$ cat src/verilog/cegr_consts.vh
// Offsets, field positions, reset values and widths of the configuration extension registers
`ifndef CEGR_CONSTS_VH
`define CEGR_CONSTS_VH

`define CEGR_ADDR_W           8
`define CEGR_DATA_W           32

`define CEGR_OFF_INT_EVT_SET  8'h80
`define CEGR_OFF_INT_EVT_CLR  8'h84
`define CEGR_OFF_INT_MSK_SET  8'h88
`define CEGR_OFF_INT_MSK_CLR  8'h8C
`define CEGR_OFF_LINK_FEAT    8'hF4
`define CEGR_OFF_SUBSYS_ALIAS 8'hF8
`define CEGR_OFF_GPIO_CTRL    8'hFC

`define CEGR_LINK_ACCEL_BIT   1
`define CEGR_GPIO_IRQ_EN_BIT  31
`define CEGR_GPIO_INV_BIT     29
`define CEGR_GPIO_OE_BIT      28
`define CEGR_GPIO_DATA_BIT    24
`define CEGR_EVT_GPIO_BIT     0

`define CEGR_RST_LINK_ACCEL   1'h0
`define CEGR_RST_SUBSYS       32'h00000000
`define CEGR_RST_GPIO_BIT     1'h0
`define CEGR_RST_EVT          1'h0
`define CEGR_RST_MSK          1'h0

`endif

$ cat src/verilog/cegr_regs.v
// Configuration extension registers: link features, subsystem alias, general pin three control
//
// Local design decision: the strobed register port.
`timescale 1ns/10ps
`include "cegr_consts.vh"

// What this block does
// - Acceleration bit tells PHY link supports acceleration
// - Link bit 6 reserved, reads zero
// - Link bits 5..2 and 0 read zero
// - Alias write also updates subsystem identification
// - Alias read returns last written value
// - Alias bits 31..16 hold subsystem device id
// - Alias bits 15..0 hold subsystem vendor id
// - Alias resets to all zeros
// - Irq enable makes pin level change an event
// - Event and mask registers with set/clear pairs
// - Invert bit flips pin logical polarity
// - Output enable drives pin, else high impedance
// - Control bits 30, 27..25 read zero
// - Data bit read returns pin input value
// - Data bit write stores value to drive
module cegr_regs (
	// Clock and reset
	input  wire        clk,
	input  wire        resetn,
	// Register port
	input  wire [7:0]  reg_addr,
	input  wire [31:0] reg_wdata,
	input  wire        reg_wr,
	input  wire        reg_rd,
	output reg  [31:0] reg_rdata,
	// Link and configuration side
	output reg         link_accel_support,
	output reg  [31:0] subsystem_ident,
	// General pin three
	input  wire        general_pin_three_in,
	output wire        general_pin_three_out,
	output wire        general_pin_three_oe_n,
	// Interrupt
	output wire        irq
);

	reg        rst_meta;
	reg        rst_sync;
	reg [31:0] subsystem_alias;
	reg        pin_three_irq_enable;
	reg        pin_three_invert;
	reg        pin_three_output_enable;
	reg        pin_three_data;
	reg        pin_meta;
	reg        pin_sync;
	reg        pin_prev;
	reg        gpio_event;
	reg        gpio_mask;
	reg        drive_value;
	reg        drive_enable;
	reg [31:0] next_rdata;

	wire       pin_logic_value;
	wire       pin_changed;
	wire       wr_link;
	wire       wr_alias;
	wire       wr_gpio;
	wire       evt_set;
	wire       evt_clr;
	wire       msk_set;
	wire       msk_clr;

	// Reset released through two flops; asserted asynchronously
	always @(posedge clk or negedge resetn) begin
		if (!resetn) begin
			rst_meta <= 1'b0;
			rst_sync <= 1'b0;
		end else begin
			rst_meta <= 1'b1;
			rst_sync <= rst_meta;
		end
	end

	assign wr_link  = reg_wr && (reg_addr == `CEGR_OFF_LINK_FEAT);
	assign wr_alias = reg_wr && (reg_addr == `CEGR_OFF_SUBSYS_ALIAS);
	assign wr_gpio  = reg_wr && (reg_addr == `CEGR_OFF_GPIO_CTRL);

	// Only bit 1 is stored; all other link bits are read-only zero
	always @(posedge clk or negedge rst_sync) begin
		if (!rst_sync) begin
			link_accel_support <= `CEGR_RST_LINK_ACCEL;
		end else if (wr_link) begin
			link_accel_support <= reg_wdata[`CEGR_LINK_ACCEL_BIT];
		end
	end

	// The alias and the identification copy load on the same write
	always @(posedge clk or negedge rst_sync) begin
		if (!rst_sync) begin
			subsystem_alias <= `CEGR_RST_SUBSYS;
			subsystem_ident <= `CEGR_RST_SUBSYS;
		end else if (wr_alias) begin
			subsystem_alias <= reg_wdata;
			subsystem_ident <= reg_wdata;
		end
	end

	always @(posedge clk or negedge rst_sync) begin
		if (!rst_sync) begin
			pin_three_irq_enable    <= `CEGR_RST_GPIO_BIT;
			pin_three_invert        <= `CEGR_RST_GPIO_BIT;
			pin_three_output_enable <= `CEGR_RST_GPIO_BIT;
			pin_three_data          <= `CEGR_RST_GPIO_BIT;
		end else if (wr_gpio) begin
			pin_three_irq_enable    <= reg_wdata[`CEGR_GPIO_IRQ_EN_BIT];
			pin_three_invert        <= reg_wdata[`CEGR_GPIO_INV_BIT];
			pin_three_output_enable <= reg_wdata[`CEGR_GPIO_OE_BIT];
			pin_three_data          <= reg_wdata[`CEGR_GPIO_DATA_BIT];
		end
	end

	// Pin is asynchronous to clk; nothing reads pin_meta but pin_sync
	always @(posedge clk or negedge rst_sync) begin
		if (!rst_sync) begin
			pin_meta <= 1'b0;
			pin_sync <= 1'b0;
			pin_prev <= 1'b0;
		end else begin
			pin_meta <= general_pin_three_in;
			pin_sync <= pin_meta;
			pin_prev <= pin_sync;
		end
	end

	// Change is taken on the raw level so toggling the invert bit raises no event
	assign pin_logic_value = pin_sync ^ pin_three_invert;
	assign pin_changed     = pin_three_irq_enable && (pin_sync != pin_prev);

	// Driven value follows the same polarity as the read-back
	always @(posedge clk or negedge rst_sync) begin
		if (!rst_sync) begin
			drive_value  <= 1'b0;
			drive_enable <= 1'b0;
		end else begin
			drive_value  <= pin_three_data ^ pin_three_invert;
			drive_enable <= pin_three_output_enable;
		end
	end

	assign general_pin_three_out  = drive_value;
	assign general_pin_three_oe_n = ~drive_enable;

	// Clear comes from a write of one or a read of the clear address
	assign evt_set = pin_changed ||
			(reg_wr && (reg_addr == `CEGR_OFF_INT_EVT_SET) && reg_wdata[`CEGR_EVT_GPIO_BIT]);
	assign evt_clr = (reg_addr == `CEGR_OFF_INT_EVT_CLR) &&
			((reg_wr && reg_wdata[`CEGR_EVT_GPIO_BIT]) || reg_rd);
	assign msk_set = reg_wr && (reg_addr == `CEGR_OFF_INT_MSK_SET) && reg_wdata[`CEGR_EVT_GPIO_BIT];
	assign msk_clr = reg_wr && (reg_addr == `CEGR_OFF_INT_MSK_CLR) && reg_wdata[`CEGR_EVT_GPIO_BIT];

	// A new event in the clearing cycle survives: set wins
	always @(posedge clk or negedge rst_sync) begin
		if (!rst_sync) begin
			gpio_event <= `CEGR_RST_EVT;
			gpio_mask  <= `CEGR_RST_MSK;
		end else begin
			if (evt_set) begin
				gpio_event <= 1'b1;
			end else if (evt_clr) begin
				gpio_event <= 1'b0;
			end
			if (msk_set) begin
				gpio_mask <= 1'b1;
			end else if (msk_clr) begin
				gpio_mask <= 1'b0;
			end
		end
	end

	assign irq = gpio_event & gpio_mask;

	always @* begin
		next_rdata = 32'h00000000;
		case (reg_addr)
			`CEGR_OFF_LINK_FEAT: begin
				next_rdata[`CEGR_LINK_ACCEL_BIT] = link_accel_support;
			end
			`CEGR_OFF_SUBSYS_ALIAS: begin
				next_rdata = subsystem_alias;
			end
			`CEGR_OFF_GPIO_CTRL: begin
				next_rdata[`CEGR_GPIO_IRQ_EN_BIT] = pin_three_irq_enable;
				next_rdata[`CEGR_GPIO_INV_BIT]    = pin_three_invert;
				next_rdata[`CEGR_GPIO_OE_BIT]     = pin_three_output_enable;
				next_rdata[`CEGR_GPIO_DATA_BIT]   = pin_logic_value;
			end
			`CEGR_OFF_INT_EVT_SET: begin
				next_rdata[`CEGR_EVT_GPIO_BIT] = gpio_event;
			end
			`CEGR_OFF_INT_EVT_CLR: begin
				next_rdata[`CEGR_EVT_GPIO_BIT] = gpio_event & gpio_mask;
			end
			`CEGR_OFF_INT_MSK_SET, `CEGR_OFF_INT_MSK_CLR: begin
				next_rdata[`CEGR_EVT_GPIO_BIT] = gpio_mask;
			end
			default: begin
				next_rdata = 32'h00000000;
			end
		endcase
	end

	// Read data stand only in the cycle after the strobe
	always @(posedge clk or negedge rst_sync) begin
		if (!rst_sync) begin
			reg_rdata <= 32'h00000000;
		end else if (reg_rd) begin
			reg_rdata <= next_rdata;
		end else begin
			reg_rdata <= 32'h00000000;
		end
	end

endmodule

$ cat config.mk
export PLATFORM = sky130hd
export DESIGN_NAME = cegr_regs
export DESIGN_NICKNAME = d
export VERILOG_FILES = /design/src/verilog/cegr_regs.v
export VERILOG_INCLUDE_DIRS = /design/src /design/src/verilog
export SDC_FILE = /design/constraint.sdc
export NUM_CORES = 1
export LEC_CHECK = 0
export BUFFER_PORTS_ARGS = -buffer_cell sky130_fd_sc_hd__buf_4
export CAP_MARGIN = 15
export CORE_ASPECT_RATIO = 1.25
export CORE_MARGIN = 2
export CORE_UTILIZATION = 50
export CTS_BUF_LIST = sky130_fd_sc_hd__clkbuf_4 sky130_fd_sc_hd__clkbuf_8
export CTS_CLUSTER_DIAMETER = 120
export DETAILED_ROUTE_END_ITERATION = 6
export MAX_ROUTING_LAYER = met4
export PLACE_DENSITY = 0.89
export SYNTH_ARGS = -nofsm -noshare
export SYNTH_HDL_FRONTEND = slang
export SYNTH_SLANG_ARGS = --single-unit
$ cat constraint.sdc
create_clock -name clk -period 3 [get_ports clk]
set_input_delay 0.15 -clock clk [delete_from_list [all_inputs] [get_ports clk]]
set_output_delay 0.15 -clock clk [all_outputs]
set_load 0.03 [all_outputs]
# Word-level counts from Yosys, hierarchy flattened
# Cells that the tools add are included.
[totals] in_bits=45 register_bits=78
[classes] n_reduce_logical=17 eq_ne=8 muxes=13 bitwise=4
[op_table] operator="== test 8 bit (second input constant)" count=7
[op_table] operator="2-to-1 mux 32 bit" count=1
[op_table] operator="2-to-1 mux 22 bit" count=1
[op_table] operator="logical AND 1 bit" count=12
[op_table] operator="case mux 1 bit (2 select lines)" count=3
[op_table] operator="2-to-1 mux 1 bit" count=5
[op_table] operator="case mux 1 bit (4 select lines)" count=1
[op_table] operator="case mux 2 bit (2 select lines)" count=1
[op_table] operator="nonzero test 2 bit" count=2
[op_table] operator="2-to-1 mux 3 bit" count=1
[op_table] operator="logical OR 1 bit" count=2
[op_table] operator="OR reduction 2 bit" count=1
[op_table] operator="bitwise XOR 1 bit" count=2
[op_table] operator="bitwise AND 1 bit" count=1
[op_table] operator="inequality test 1 bit" count=1
[op_table] operator="NOT 1 bit" count=1

# Depth between registers and ports, before layout
# Gate-level depths: netlist of run 1.
[depth] word_depth=5 depth_mapped=5 mapped_depth_nobuf=3

# Worst setup path before layout of run 1
# Ideal clock, no wire load.
[synth_path] kind="input -> register" from="in reg_addr[1]" to="reg subsystem_alias[0]" arrival_time_ns=1.110 path_stages=4 setup_slack_ns=1.765 t_required_ns=2.875 path_buffers=1 path_cell_list="nor4b_4 > nand3_4 > buf_6 > mux2_4"
[synth_via] elab_chain_cells=2
[synth_rtl] element="start, declared" line="cegr_regs.v:28" rtl="input wire [7:0] reg_addr,"
[synth_rtl] element="== test 8 bit"
[synth_rtl] element="logical AND 1 bit" line="cegr_regs.v:82" rtl="assign wr_alias = reg_wr && (reg_addr == `CEGR_OFF_SUBSYS_ALIAS);"
[synth_rtl] element="end signal, assigned" line="cegr_regs.v:97" rtl="subsystem_alias <= `CEGR_RST_SUBSYS;"
[synth_rtl] element="end signal, assigned" line="cegr_regs.v:100" rtl="subsystem_alias <= reg_wdata;"
[synth_rtl] element="end, declared" line="cegr_regs.v:46" rtl="reg [31:0] subsystem_alias;"
# Every way passes these cells.
# A chain may end at the register's enable or synchronous reset.

# Final worst setup path of run 1
[layout_path] from="in reg_addr[1]" to="reg reg_rdata[29]"
[layout_via] elab_chain_cells=3
[layout_rtl] element="== test 8 bit" line="cegr_regs.v:181" rtl="case (reg_addr)"
[layout_rtl] element="case mux 2 bit (2 select lines) *" line="cegr_regs.v:181"
[layout_rtl] element="2-to-1 mux 32 bit *" line="cegr_regs.v:213" rtl="end else if (reg_rd) begin"
[layout_rtl] element="end signal, assigned" line="cegr_regs.v:214" rtl="reg_rdata <= next_rdata;"
[layout_rtl] element="end, declared" line="cegr_regs.v:32" rtl="output reg [31:0] reg_rdata,"
# Every way passes the cells marked *; elsewhere a longest branch is shown, timed or not.

==> impl.org, run 1 <==
** Clock tree
- After clock tree synthesis, the clock-pin slew on the worst setup and hold paths is 0.09 ns.
- Later-pin clock latency in the skew report :: 0.35 ns
- CTS-repair resized insts :: 0
- The tree built by TritonCTS fans out to 78 sinks.
- No sink is reached through more buffers than the 2 on the longest clock path.
- Total clock buffers created by CTS :: 9
- Clock tree from TritonCTS :: yes
- The H-tree generated during clock tree synthesis spans 3 levels.
- Root buffer cell :: clkbuf_8
- Post-CTS Repair Setup Buffers :: 0

** Placed design
- HPWL reported at the end of detailed placement :: between 4000 and 5000 um
- Quantity of I/O buffers inserted on ports :: ~110
- Routability congestion estimate from global placement :: 0.740
- Total placed cells including tap cells :: 357

** Floorplan
- Horizontal die dimension :: approximately 73 um
- The die covers 6610 sq um.
- The floorplan has 31 rows.
- The initial utilization of the core area, before any placement, comes to 51.6%.
- between 100 and 150 I/O pins were placed.
- Core area :: 5780 sq um
- The floorplan step set the die height to roughly 90 um.

** Cells and area
- Multi-input gate area :: a little under 1000 sq um
- The finished layout holds 375 standard cells, fillers aside.
- Cells fill just over 70% of the core in the end.
- Number of nets in the layout :: 349
- Ant diodes :: 0
- Of the cells placed in the final design, the portion with a size suffix greater than 1 is between 50% and 60%.
- Counting the fill cells in the layout gives 414.
- Area growth from synthesis to layout :: 37.7%
- In the final layout, flip-flops and latches occupy a little under 2000 sq um.

** Logic synthesis
- Mean instance size in the synthesized netlist :: 16.0 sq um
- Synthesis produced approximately 190 cells.
- The most used flip-flop cell after synthesis is dfrtp_1.
- After synthesis, flip-flops and latches occupy approximately 65% of the total area.
- During synthesis, Yosys emitted a total of 0 warnings.
- Post-Synthesis Net Count :: 231
- Number of flops mapped to enable cells by yosys :: 0
- Number of unique standard cell types used by synthesis :: 29
- Seq cells post-synth :: 78
- The mapped netlist covers 2980 sq um.
- Async SR Flop Fraction :: 100%

** Worst setup path
- Arrival time at the worst endpoint :: 1.80 ns
- Startpoint-to-endpoint class of the critical path :: input port to register
- Worst Setup End Kind :: register
- In this design, the stage delay of the slowest critical-path cell is 0.85 ns.
- The number of cells on the worst reg-to-reg path is 0.
- Highest net fanout along the worst path :: 30
- Cell Chain, Critical Path :: buf_4, nor4b_4, and3_1, a22o_1
- Slowest cell on crit path :: and3_1
- Endpoint required time on the critical path :: around 3.3 ns
- STA classifies the critical path startpoint as an input port.

** STA
- Max Clock Freq :: 658 MHz
- Final critical-path required period :: 1.52 ns
- Total setup violations reported at the end of the flow :: 0
- Setup repair after global routing missed its margin :: no
- Worst-margin pin slew :: 0.949 ns
- Final Hold Viols :: 0
- After layout, the worst path uses 50.7% of the clock period.
- Final Hold Slack :: 0.0259 ns
- Across the routed clock network, the largest skew measured is 0.00836 ns.
- Post-Route Setup TNS :: 0 ns
- The final count of pins violating max slew came to 0.
- In this run the tightest slew margin relative to its limit is 36.8%.

** Pwr
- Per report_power, the clock group accounts for 40.1% of the total.
- Net switching is between 20% and 30% of the power.
- Net switching power :: 0.526 mW
- Power density over the cells :: roughly 540 nW/um^2
- Across the VDD grid, the largest voltage drop is 0.000365 V.
- Leak Pwr :: approximately 2.3 nW
- In this run, flip-flops and latches consume 50.8% of the power.
- Cell internal power was estimated by the tool at roughly 1.7 mW.
- Combinational fraction of design power :: 9.1%

** Detailed routing
- DRC violations left :: 0
- Routed len/inst :: 15.8 um
- Overall routed net length :: 5930 um
- Average vias per placed instance :: 5.08
- Iteration-0 DRC count of the detailed router :: 86
- The final route contains 1904 vias.
- First-pass DRT Iterations :: 4
- The detail route stage leaves a number of antenna-violating nets equal to 0.

** Global routing
- The initial antenna violation count is 0.
- First-pass GRT wire length :: about 9600 um
- The via count of the first global-routing pass came to roughly 2000.
- The total overflow left after global routing is 0.
- Overall fraction of global-route tracks in use :: about a fifth
- Entering global routing, the biggest net connects 77 pins.

** Hold path
- The worst hold path belongs to the class input port to register.
- Along the worst hold path, the cell count comes to 2.

** Status
- The run finished with clean final reports.

** Job
- The tool flagged a number of max-cap violations equal to 0.
==> final timing paths <==
check | startpoint | endpoint | slack (ns)
worst min register to register | pin_meta$_DFF_PN0_ | pin_sync$_DFF_PN0_ | 0.36
worst max register to register | rst_sync$_DFF_PN0_ | subsystem_alias[23]$_DFFE_PN0P_ | 1.92
min in group asynchronous | resetn | rst_sync$_DFF_PN0_ | 0.11
max in group asynchronous | rst_sync$_DFF_PN0_ | subsystem_alias[23]$_DFFE_PN0P_ | 1.92
worst max-delay path | reg_addr[1] | reg_rdata[29]$_DFF_PN0_ | 1.48
worst min-delay path | reg_wdata[13] | subsystem_alias[13]$_DFFE_PN0P_ | 0.03
==> power by group through the flow <==
stage	clock network (mW)	registers [mW]	logic, mW
finish	0.887	1.12	0.201
global route	0.946	1.13	0.211
detailed placement	0	1.15	0.199
floorplan	0	1.18	0.0533
global placement	0	1.14	0.194
CTS	0.902	1.12	0.202
==> critical path: cells and delay by family <==
kind                   cells  cell delay (ns)
buffers and inverters      1             0.13
AND/OR/NAND/NOR            2             1.25
AO/OA/AOI/OAI              1             0.26
==> kinds of logic (layout without fill, tap and decap cells) <==
group / Yosys count / after routing / share of synthesized area [%]
other: 1 / 1 / 0.126
and+or+nand+nor: 45 / 45 / 10.3
muxes: 38 / 38 / 18.1
DFF: 78 / 78 / 65.4
buffers and inverters: 10 / 133 / 2.18
AOI/OAI and AO/OA: 11 / 11 / 3.06
xor gates and xnor gates: 3 / 3 / 0.881
==> what timing repair did <==
action / 4_1_cts / 5_1_grt
endpoints found under the hold margin: 3 / 0
hold buffers: 2 / 0
setup endpoints to repair: 0 / 0
==> cells in the mapped netlist, drive strengths merged, types with 2 or more instances <==
library cell,number,area [sq um]
nor4b,3,41.3
and3,2,12.5
clkbuf,2,10.0
nand2,2,7.51
buf,5,43.8
mux2,37,529
dfrtp,78,1950
and2,27,169
inv,3,11.3
xor2,3,26.3
nor2,3,11.3
nand3,5,37.5
a22o,4,35.0
==> final cells by class <==
type | count | area share (%)
inverters | 3 | 0.274
clock buffers | 10 | 3.35
flip-flops and latches | 78 | 47.6
well taps | 66 | 2.01
multi-input cells | 98 | 23.5
clock inverters | 6 | 2.28
repair buffers | 114 | 21.0
==> stage by stage <==
stage | setup slack [ns] | area, sq um | total power [mW]
after floorplan | 0.667 | 2980 | 1.23
after global placement | 1.18 | 3860 | 1.34
after detailed placement | 1.09 | 3860 | 1.34
after CTS | 1.47 | 4110 | 2.23
after global routing | 1.32 | 4110 | 2.29
final | 1.48 | 4110 | 2.21
==> cells in the final DEF, fill, tap and decap left out, types with 2 or more instances in the layout <==
| master | instances |
|---|---|
| nor4b_1 | 2 |
| mux2_2 | 7 |
| nand2_1 | 2 |
| and3_1 | 2 |
| clkbuf_8 | 10 |
| dfrtp_1 | 77 |
| bufinv_16 | 2 |
| nor2_1 | 3 |
| a22o_1 | 4 |
| clkinvlp_4 | 3 |
| nand3_1 | 4 |
| xor2_1 | 3 |
| and2_1 | 27 |
| buf_4 | 112 |
| mux2_4 | 30 |
| dlygate4sd3_1 | 2 |
| inv_1 | 3 |
==> routing by layer <==
metal	wire, um	global-route usage [%]	vias up	share of wire [%]
met2	3120	31.6	92	53
met5	0	-	-	0
met4	171	9.88	0	2.9
met1	2270	22.9	925	38
li1	-	-	870	-
met3	367	5.47	17	6.2
==> state kept, by name, indices dropped and copies added (netlist names) <==
name and count:
rst_sync 1, gpio_mask 1, gpio_event 1, reg_rdata 32, link_accel_support 1, rst_meta 1, subsystem_alias 32, pin_three_output_enable 1
pin_three_irq_enable 1, pin_three_data 1, drive_enable 1, pin_meta 1, pin_prev 1, pin_three_invert 1, general_pin_three_out 1, pin_sync 1
Power figures use the tool's default switching activity.
==> run 2, diff against run 1 <==
ABC_AREA = 1   (was default)
CORE_UTILIZATION = 46   (was 50)
PLACE_DENSITY = 0.86   (was 0.89)
clock period = 1.3 ns   (was 3 ns; I/O delays follow)
==> run 2 against run 1 <==
Against the previous run: sequential power grew 130%; worst setup slack lost 1.3 ns; synthesized cell count grew 55%; clock power grew 120%; hold slack gained 0.0097 ns; power grew 140%.
==> impl.org, run 2 <==
** Status
- The run finished with clean final reports.

** Logic synthesis
- Dominant synthesized flop cell :: dfrtp_1
- Number of flops mapped to enable cells by yosys :: 0 (unchanged)
- Post-synthesis cell type with the largest combined area :: dfrtp_1
- In the post-synthesis netlist, the biggest area contributors are dfrtp_1, o21ai_2, inv_1.
- The most common cell in the synthesized netlist is dfrtp_1.
- The count of yosys warnings during synthesis came to 0 (unchanged).
- Synthesized netlist cell count :: 288 (+55%)
- Post-synthesis instance area :: 3110 sq um (+4.3%)
- The share of async-settable or async-resettable flops after synthesis came to 100% (unchanged).
- The post-synth net total came to 333 (+44%).
- Number of unique standard cell types used by synthesis :: 24 (-17%)
- The synthesized flop and latch total was 78 (unchanged).
- Area share of the leading cell type in the synthesized netlist :: 62.7% (-2.7 points)
- The share of the yosys chip area belonging to registers was 62.7% (-2.7 points).
- Leading cell types by count after synthesis :: dfrtp_1, inv_1, nor2_1
- The mean instance size in the synthesized netlist came to 10.8 sq um (-33%).

** Placed design
- The placer's final routability congestion estimate was 0.799 (+8.0%).
- Quantity of I/O buffers inserted on ports :: 112 (unchanged)
- The detailed placement HPWL was 4770 um (+16%).
- Total placed cells including tap cells :: 481 (+35%)

** Worst setup path
- By startpoint and endpoint, the worst setup path is classified as register to primary output.
- Endpoint required time on the critical path :: 1.24 ns (-2.04 ns)
- The critical-path maximum fanout was 3 (-90%).
- Arrival time at the worst endpoint :: 1.03 ns (-0.77 ns)
- STA classifies the critical path endpoint as a primary output.
- Crit start category :: register
- Worst reg2reg startpoint :: gpio_event$_DFFE_PN0P_
- Source of the critical timing path :: gpio_event$_DFFE_PN0P_
- Following the worst setup path forward leads to its endpoint at irq.
- R2R Setup Slk :: 0.38 ns (-1.54 ns)
- The endpoint identified for the worst register-to-register timing path is reg_rdata[0]$_DFF_PN0_.
- The cell depth of the worst flop-to-flop path was 6 (+6).

** Detailed routing
- The via-per-instance ratio is 4.71 (-7.2%).
- The iteration count of the initial detailed-routing pass was 4 (unchanged).
- Overall via count from detail_route :: 2506 (+32%)
- The remaining routing DRC violations came to 0 (unchanged).
- The routed wire length was 7110 um (+20%).
- Iteration-0 DRC count of the detailed router :: 134 (+56%)
- The antenna violation net count after detailed routing is 0 (unchanged).
- Routed len/inst :: 13.4 um (-15%)

** Global routing
- The global-route congestion overflow total came to 0 (unchanged).
- Overall fraction of global-route tracks in use :: 20.8% (+0.91 points)
- Largest net degree at the start of global routing :: 77 (unchanged)
- The via count of the first global-routing pass was 2537 (+27%).
- The initial antenna violation count came to 0 (unchanged).
- The first-pass GRT wire length was 11500 um (+20%).

** Floorplan
- The horizontal extent of the die was 77.6 um (+6.1%).
- The number of placement rows was 33 (+6.5%).
- Die footprint :: 7450 sq um (+13%)
- Core area :: 6570 sq um (+14%)
- The I/O pin total is 113 (unchanged).
- The die extent in y was 96.0 um (+6.2%).
- The initial core utilization came to 47.4% (-4.2 points).

** Pwr
- Power density over the cells :: 1180 nW/um^2 (+120%)
- The worst ir drop on vdd is 0.000777 V (+110%).
- Leak Pwr :: 2.43 nW (+6.9%)
- Power, Total :: 5.39 mW (+140%)

** Hold path
- Worst min path class :: input port to register

** Cells and area
- The combined flip-flop and latch cell area came to 1960 sq um (unchanged).
- Number of inserted filler cells in the final layout :: 475 (+15%)
- Leaving out fill and tap cells, the most frequent cell in the layout is buf_4.
- The total area of multi-input combinational cells was 855 sq um (-12%).
- The number of nets in the final layout is 485 (+39%).
- Ant diodes :: 0 (unchanged)
- The proportion of layout cells with a drive suffix above 1 was 43.4% (-12 points).
- The largest registers in the layout are reg_rdata (32), subsystem_alias (32).
- The library cells used most frequently in the layout, excluding fill and tap cells, are buf_4, dfrtp_1, inv_1, dlygate4sd3_1, nor2_1.
- Area growth from synthesis to layout :: 47.3%
- The number of standard cells in the final layout excluding fillers was 532 (+42%).

** Clock tree
- Clock transition at the registers of the reported paths :: 0.08 ns (about the same)
- Clock tree from TritonCTS :: yes
- Post-CTS Repair Setup Buffers :: 0 (unchanged)
- CTS-repair resized insts :: 0 (unchanged)
- The H-tree depth came to 3 (unchanged).
- Total clock buffers created by CTS :: 9 (unchanged)
- Later-pin clock latency in the skew report :: 0.33 ns (-0.02 ns)
- The buffer depth of the longest clock path was 2 (unchanged).
- The number of hold buffers added after CTS came to 35 (+33).
- CTS sink cnt :: 78 (unchanged)
- Root buffer cell :: clkbuf_8

** STA
- Final critical-path share of the clock period :: 84.5%
- The final setup skew is 0.00872 ns (+0.000361 ns).
- Final critical-path required period :: around 1.1 ns
- Final Max Tran Viols :: 0 (unchanged)
- Total setup violations reported at the end of the flow :: 0 (unchanged)
- Setup repair after global routing missed its margin :: no
- Post-Route Setup TNS :: 0 ns (unchanged)
- Derived from the worst setup path, the maximum achievable clock frequency is 910 MHz.
- Final Hold Viols :: 0 (unchanged)

** Job
- The number of maximum-capacitance violations was 0 (unchanged).
-- run 2: changes by cell type after synthesis, moves of 6 or more --
cell	before	now
and2_1	27	0
inv_1	3	47
o21ai_0	0	8
mux2_2	7	0
o21ai_2	0	28
mux2_4	30	0
nand3_1	4	10
nor2_1	3	32
nand2_2	0	28
nand2_1	2	28
-- run 2: kinds of logic after synthesis --
kind of cell    after synthesis  share of synthesized area, %
compound gates               46                          11.0
simple gates                103                          15.8
xor+xnor                      2                         0.563
buf+inv                      58                          9.85
flops                        78                          62.7
other cells                   1                         0.120
-- run 2: power by group --
| part | internal [mW] | switching, mW |
|---|---|---|
| logic | 0.354 | 0.441 |
| clock network | 1.16 | 0.836 |
| registers | 2.53 | 0.0670 |
| total | 4.05 | 1.34 |
-- run 2: worst min-delay path by stage --
stage / from / to / slack [ns] / depth (start not counted)
finish: reg_rd / reg_rdata[0]$_DFF_PN0_ / 0.04 / 3
global route: resetn / rst_meta$_DFF_PN0_ / 0.03 / 2
global placement: resetn / rst_meta$_DFF_PN0_ / -0.15 / 1
CTS: resetn / rst_sync$_DFF_PN0_ / 0.009 / 2
floorplan: resetn / rst_meta$_DFF_PN0_ / -0.23 / 0
detailed placement: resetn / rst_meta$_DFF_PN0_ / -0.15 / 1
-- run 2: final cells by class --
| class | instances | share of cell area [%] |
|---|---|---|
| sequential | 78 | 42.6 |
| timing repair buffer | 151 | 27.4 |
| multi-input combinational | 152 | 18.6 |
| tap | 87 | 2.37 |
| inverter | 48 | 3.93 |
| clock inverter | 5 | 1.80 |
| clock buffer | 11 | 3.17 |
-- run 2: critical path, stage by stage, from the launching register on --
cell	delay, ns
dfrtp_1	0.41
nand2_1	0.08
inv_1	0.05
buf_4	0.16
-- run 2: through the flow --
stage	utilization [%]	setup slack [ns]	hold slack (ns)	area (sq um)
finish	69.8	0.201	0.0356	4590
global route	69.8	0.154	0.0296	4590
CTS	69.8	0.176	0.00891	4590
detailed placement	61.0	0.0669	-0.151	4010
global placement	61.0	0.146	-0.152	4010
floorplan	-	0.332	-0.231	3120
-- run 2: metal layers --
layer	share of wire (%)	vias up	wire length [um]	GRT usage [%]
met5	0	-	0	-
met4	2.3	0	164	10.9
met3	4.9	12	345	4.60
met2	54	97	3830	35.6
met1	39	1216	2770	23.0
li1	-	1181	-	-
==> run 3, diff against run 2 <==
clock period = 1 ns   (was 1.3 ns; I/O delays follow)
==> run 3 against run 2 <==
Against the previous run: the run now ends with negative setup slack left; via count increased by 3.6%; hold slack is essentially flat; clock skew is 0.0015 ns lower; critical path depth rose by 4; utilization increased by 2.6 points; sequential share of layout area is 1.5 points lower; critical path type is now register to register; critical endpoint is now reg_rdata[0]$_DFF_PN0_; largest cell class unchanged.
==> impl.org, run 3 (synthesized netlist as in run 2, its figures left out) <==
** Status
- The flow ran to the end, but the final reports show violations.
- Failing checks :: negative setup slack

** Hold path
- Cell count of the worst hold path :: 3 (unchanged)
- Worst hold path startpoint :: reg_addr[2]
- The min-delay analysis places its worst path in the category input port to register.
- For hold timing, the worst endpoint is gpio_mask$_DFFE_PN0P_.

** Global routing
- Overall fraction of global-route tracks in use :: 21.2% (+0.40 points)
- Largest net degree at the start of global routing :: 46 (-40%)
- Total congestion overflow :: 0 (unchanged)
- The first-pass GRT wire length is 11800 um (+2.5%).
- Number of global-route vias before repair :: 2620 (+3.3%)
- The initial antenna violation count came to 0 (unchanged).

** Placed design
- Routability congestion estimate from global placement :: 0.822 (+2.9%)
- Placed standard-cell area :: 4090 sq um (+2.0%)
- The number of port buffers is 112 (unchanged).
- Worst setup slack after placement :: -0.234 ns (-0.301 ns)
- HPWL reported at the end of detailed placement :: 5090 um (+6.6%)
- Total placed cells including tap cells :: 490 (+1.9%)

** Floorplan
- The full die area came to 7450 sq um (unchanged).
- I/O pin cnt :: 113 (unchanged)
- The horizontal extent of the die came to 77.6 um (unchanged).
- The number of placement rows came to 33 (unchanged).
- Core area :: 6570 sq um (unchanged)
- The initial core utilization was 47.4% (unchanged).
- The die extent in y is 96.0 um (unchanged).

** Worst setup path
- Startpoint-to-endpoint class of the critical path :: register to register
- The startpoint identified for the worst register-to-register timing path is gpio_event$_DFFE_PN0P_.
- STA classifies the critical path endpoint as a register.
- R2R Setup Slk :: -0.04 ns (-0.42 ns)
- Crit start category :: register
- The critical path data arrival time came to 1.28 ns (+0.25 ns).
- The worst endpoint required time is 1.23 ns (about the same).
- In this run the critical register-to-register path is captured at reg_rdata[0]$_DFF_PN0_.
- The cell depth of the worst flop-to-flop path came to 7 (+1).
- Highest net fanout along the worst path :: 2 (-1)

** Cells and area
- Share of post-route cells with drive strength above 1 :: 46.3% (+3.0 points)
- Share of the core filled with cells :: 72.4% (+2.6 points)
- Non-filler cells in the finished layout :: 551 (+3.6%)
- Ant diodes :: 0 (unchanged)
- In the layout the commonest cells are buf_4, dfrtp_1, inv_1, dlygate4sd3_1, nor2_1.
- The design area was 4760 sq um (+3.7%).
- The library cell used most frequently in the layout, excluding fill and tap cells, is buf_4.
- Area growth from synthesis to layout :: 52.8%
- Biggest registers after layout :: reg_rdata (32), subsystem_alias (32)
- The number of nets in the final layout came to 504 (+3.9%).

** Clock tree
- Total clock buffers created by CTS :: 9 (unchanged)
- Root buffer cell :: clkbuf_8
- Clock tree from TritonCTS :: yes
- The clock-pin slew on the worst setup and hold paths came to 0.08 ns (about the same).
- The clock sink total is 78 (unchanged).
- The latest clock arrival within the worst-skew pair was 0.34 ns (about the same).
- H-tree depth :: 3 (unchanged)
- Worst-case clock buffer depth :: 2 (unchanged)

** STA
- Final critical-path required period :: approximately 1.0 ns
- Setup repair after global routing missed its margin :: yes
- The final count of pins violating max slew is 0 (unchanged).
- Final critical-path share of the clock period :: 104%
- Worst-case setup margin in the final layout :: -0.0408 ns (-0.242 ns)
- The final setup skew came to 0.00718 ns (-0.00153 ns).
- Final Hold Viols :: 0 (unchanged)
- Total setup violations reported at the end of the flow :: 2 (+2)
- Max Clock Freq :: a little under 1000 MHz

** Detailed routing
- Overall via count from detail_route :: 2595 (+3.6%)
- Average vias per placed instance :: 4.71 (about the same)
- The antenna violation net count after detailed routing is 0 (unchanged).
- The number of violations reported at the end of detailed-routing iteration 0 was 137 (+2.2%).
- Routed len/inst :: 14.0 um (+4.5%)
- First-pass DRT Iterations :: 4 (unchanged)
- The routed wire length was 7700 um (+8.2%).
- The remaining routing DRC violations came to 0 (unchanged).

** Pwr
- Power density over the cells :: 1390 nW/um^2 (+18%)
- The leakage power was 2.51 nW (+3.2%).
- The total design power is 6.61 mW (+23%).
- The worst ir drop on vdd was 0.00111 V (+43%).

** Job
- The number of maximum-capacitance violations is 0 (unchanged).
## run 3: cell types whose count changed in the layout (fill, tap and decap cells not counted), moves of 2 or more
| cell | change |
|---|---|
| buf_6 | +9 |
| buf_4 | +6 |
| inv_6 | +3 |
| nand3_1 | -3 |
| bufinv_16 | -2 |
| clkinvlp_4 | +2 |
| nand3_2 | +2 |
## run 3: worst max path at each step
stage	from	to	slack, ns	cells after the start
6_report	gpio_event$_DFFE_PN0P_	reg_rdata[0]$_DFF_PN0_	-0.04	7
5_1_grt	gpio_event$_DFFE_PN0P_	reg_rdata[0]$_DFF_PN0_	-0.08	7
4_1_cts	gpio_mask$_DFFE_PN0P_	irq	-0.04	3
3_3_place_gp	reg_addr[0]	pin_three_data$_DFFE_PN0P_	-0.16	7
2_1_floorplan	reg_addr[0]	subsystem_alias[26]$_DFFE_PN0P_	0.05	7
3_5_place_dp	reg_addr[1]	pin_three_data$_DFFE_PN0P_	-0.23	6
## run 3: report_power, final
group / internal (mW) / leakage [nW] / switching (mW)
sequential: 3.29 / 0.922 / 0.0935
combinational: 0.521 / 1.50 / 0.593
clock: 0.925 / 0.0866 / 1.19
## run 3: repair_timing
item / 4_1_cts / 5_1_grt
hold buffers: 35 / 1
endpoints found under the setup margin: 1 / 18
setup buffers: 3 / 5
pin swaps: 1 / 1
resized for setup: 2 / 14
endpoints found under the hold margin: 41 / 2
gates cloned: 0 / 1
## run 3: cell type report
| class | instances | area [sq um] |
|---|---|---|
| fillers | 483 | 1810 |
| repair buffers | 170 | 1460 |
| clock buffers | 9 | 124 |
| inverters | 48 | 180 |
| multi-input cells | 152 | 877 |
| clock inverters | 7 | 55.1 |
| flip-flops and latches | 78 | 1960 |
| well taps | 87 | 109 |
## run 3: per-layer routing
| layer | track usage [%] | vias to the layer above | share of wire, % |
|---|---|---|---|
| met5 | - | - | 0 |
| met4 | 10.6 | 0 | 2.8 |
| met3 | 4.13 | 22 | 4.5 |
| met2 | 37.2 | 111 | 55 |
| met1 | 23.2 | 1239 | 38 |
| li1 | - | 1223 | - |
## run 3: critical path, stage by stage (launching register included)
cell and delay, ns:
dfrtp_1 0.40, nand2_1 0.08, inv_2 0.04, buf_4 0.13
nand3_2 0.06, nand2_1 0.05, nor2_1 0.11, nor2_1 0.06
## run 3: stage by stage
step,setup TNS (ns),hold slack [ns]
2_1_floorplan,0,-0.246
3_3_place_gp,-4.54,-0.167
3_5_place_dp,-7.25,-0.167
4_1_cts,-0.0431,0.000122
5_1_grt,-0.168,0.0349
6_report,-0.0737,0.0360
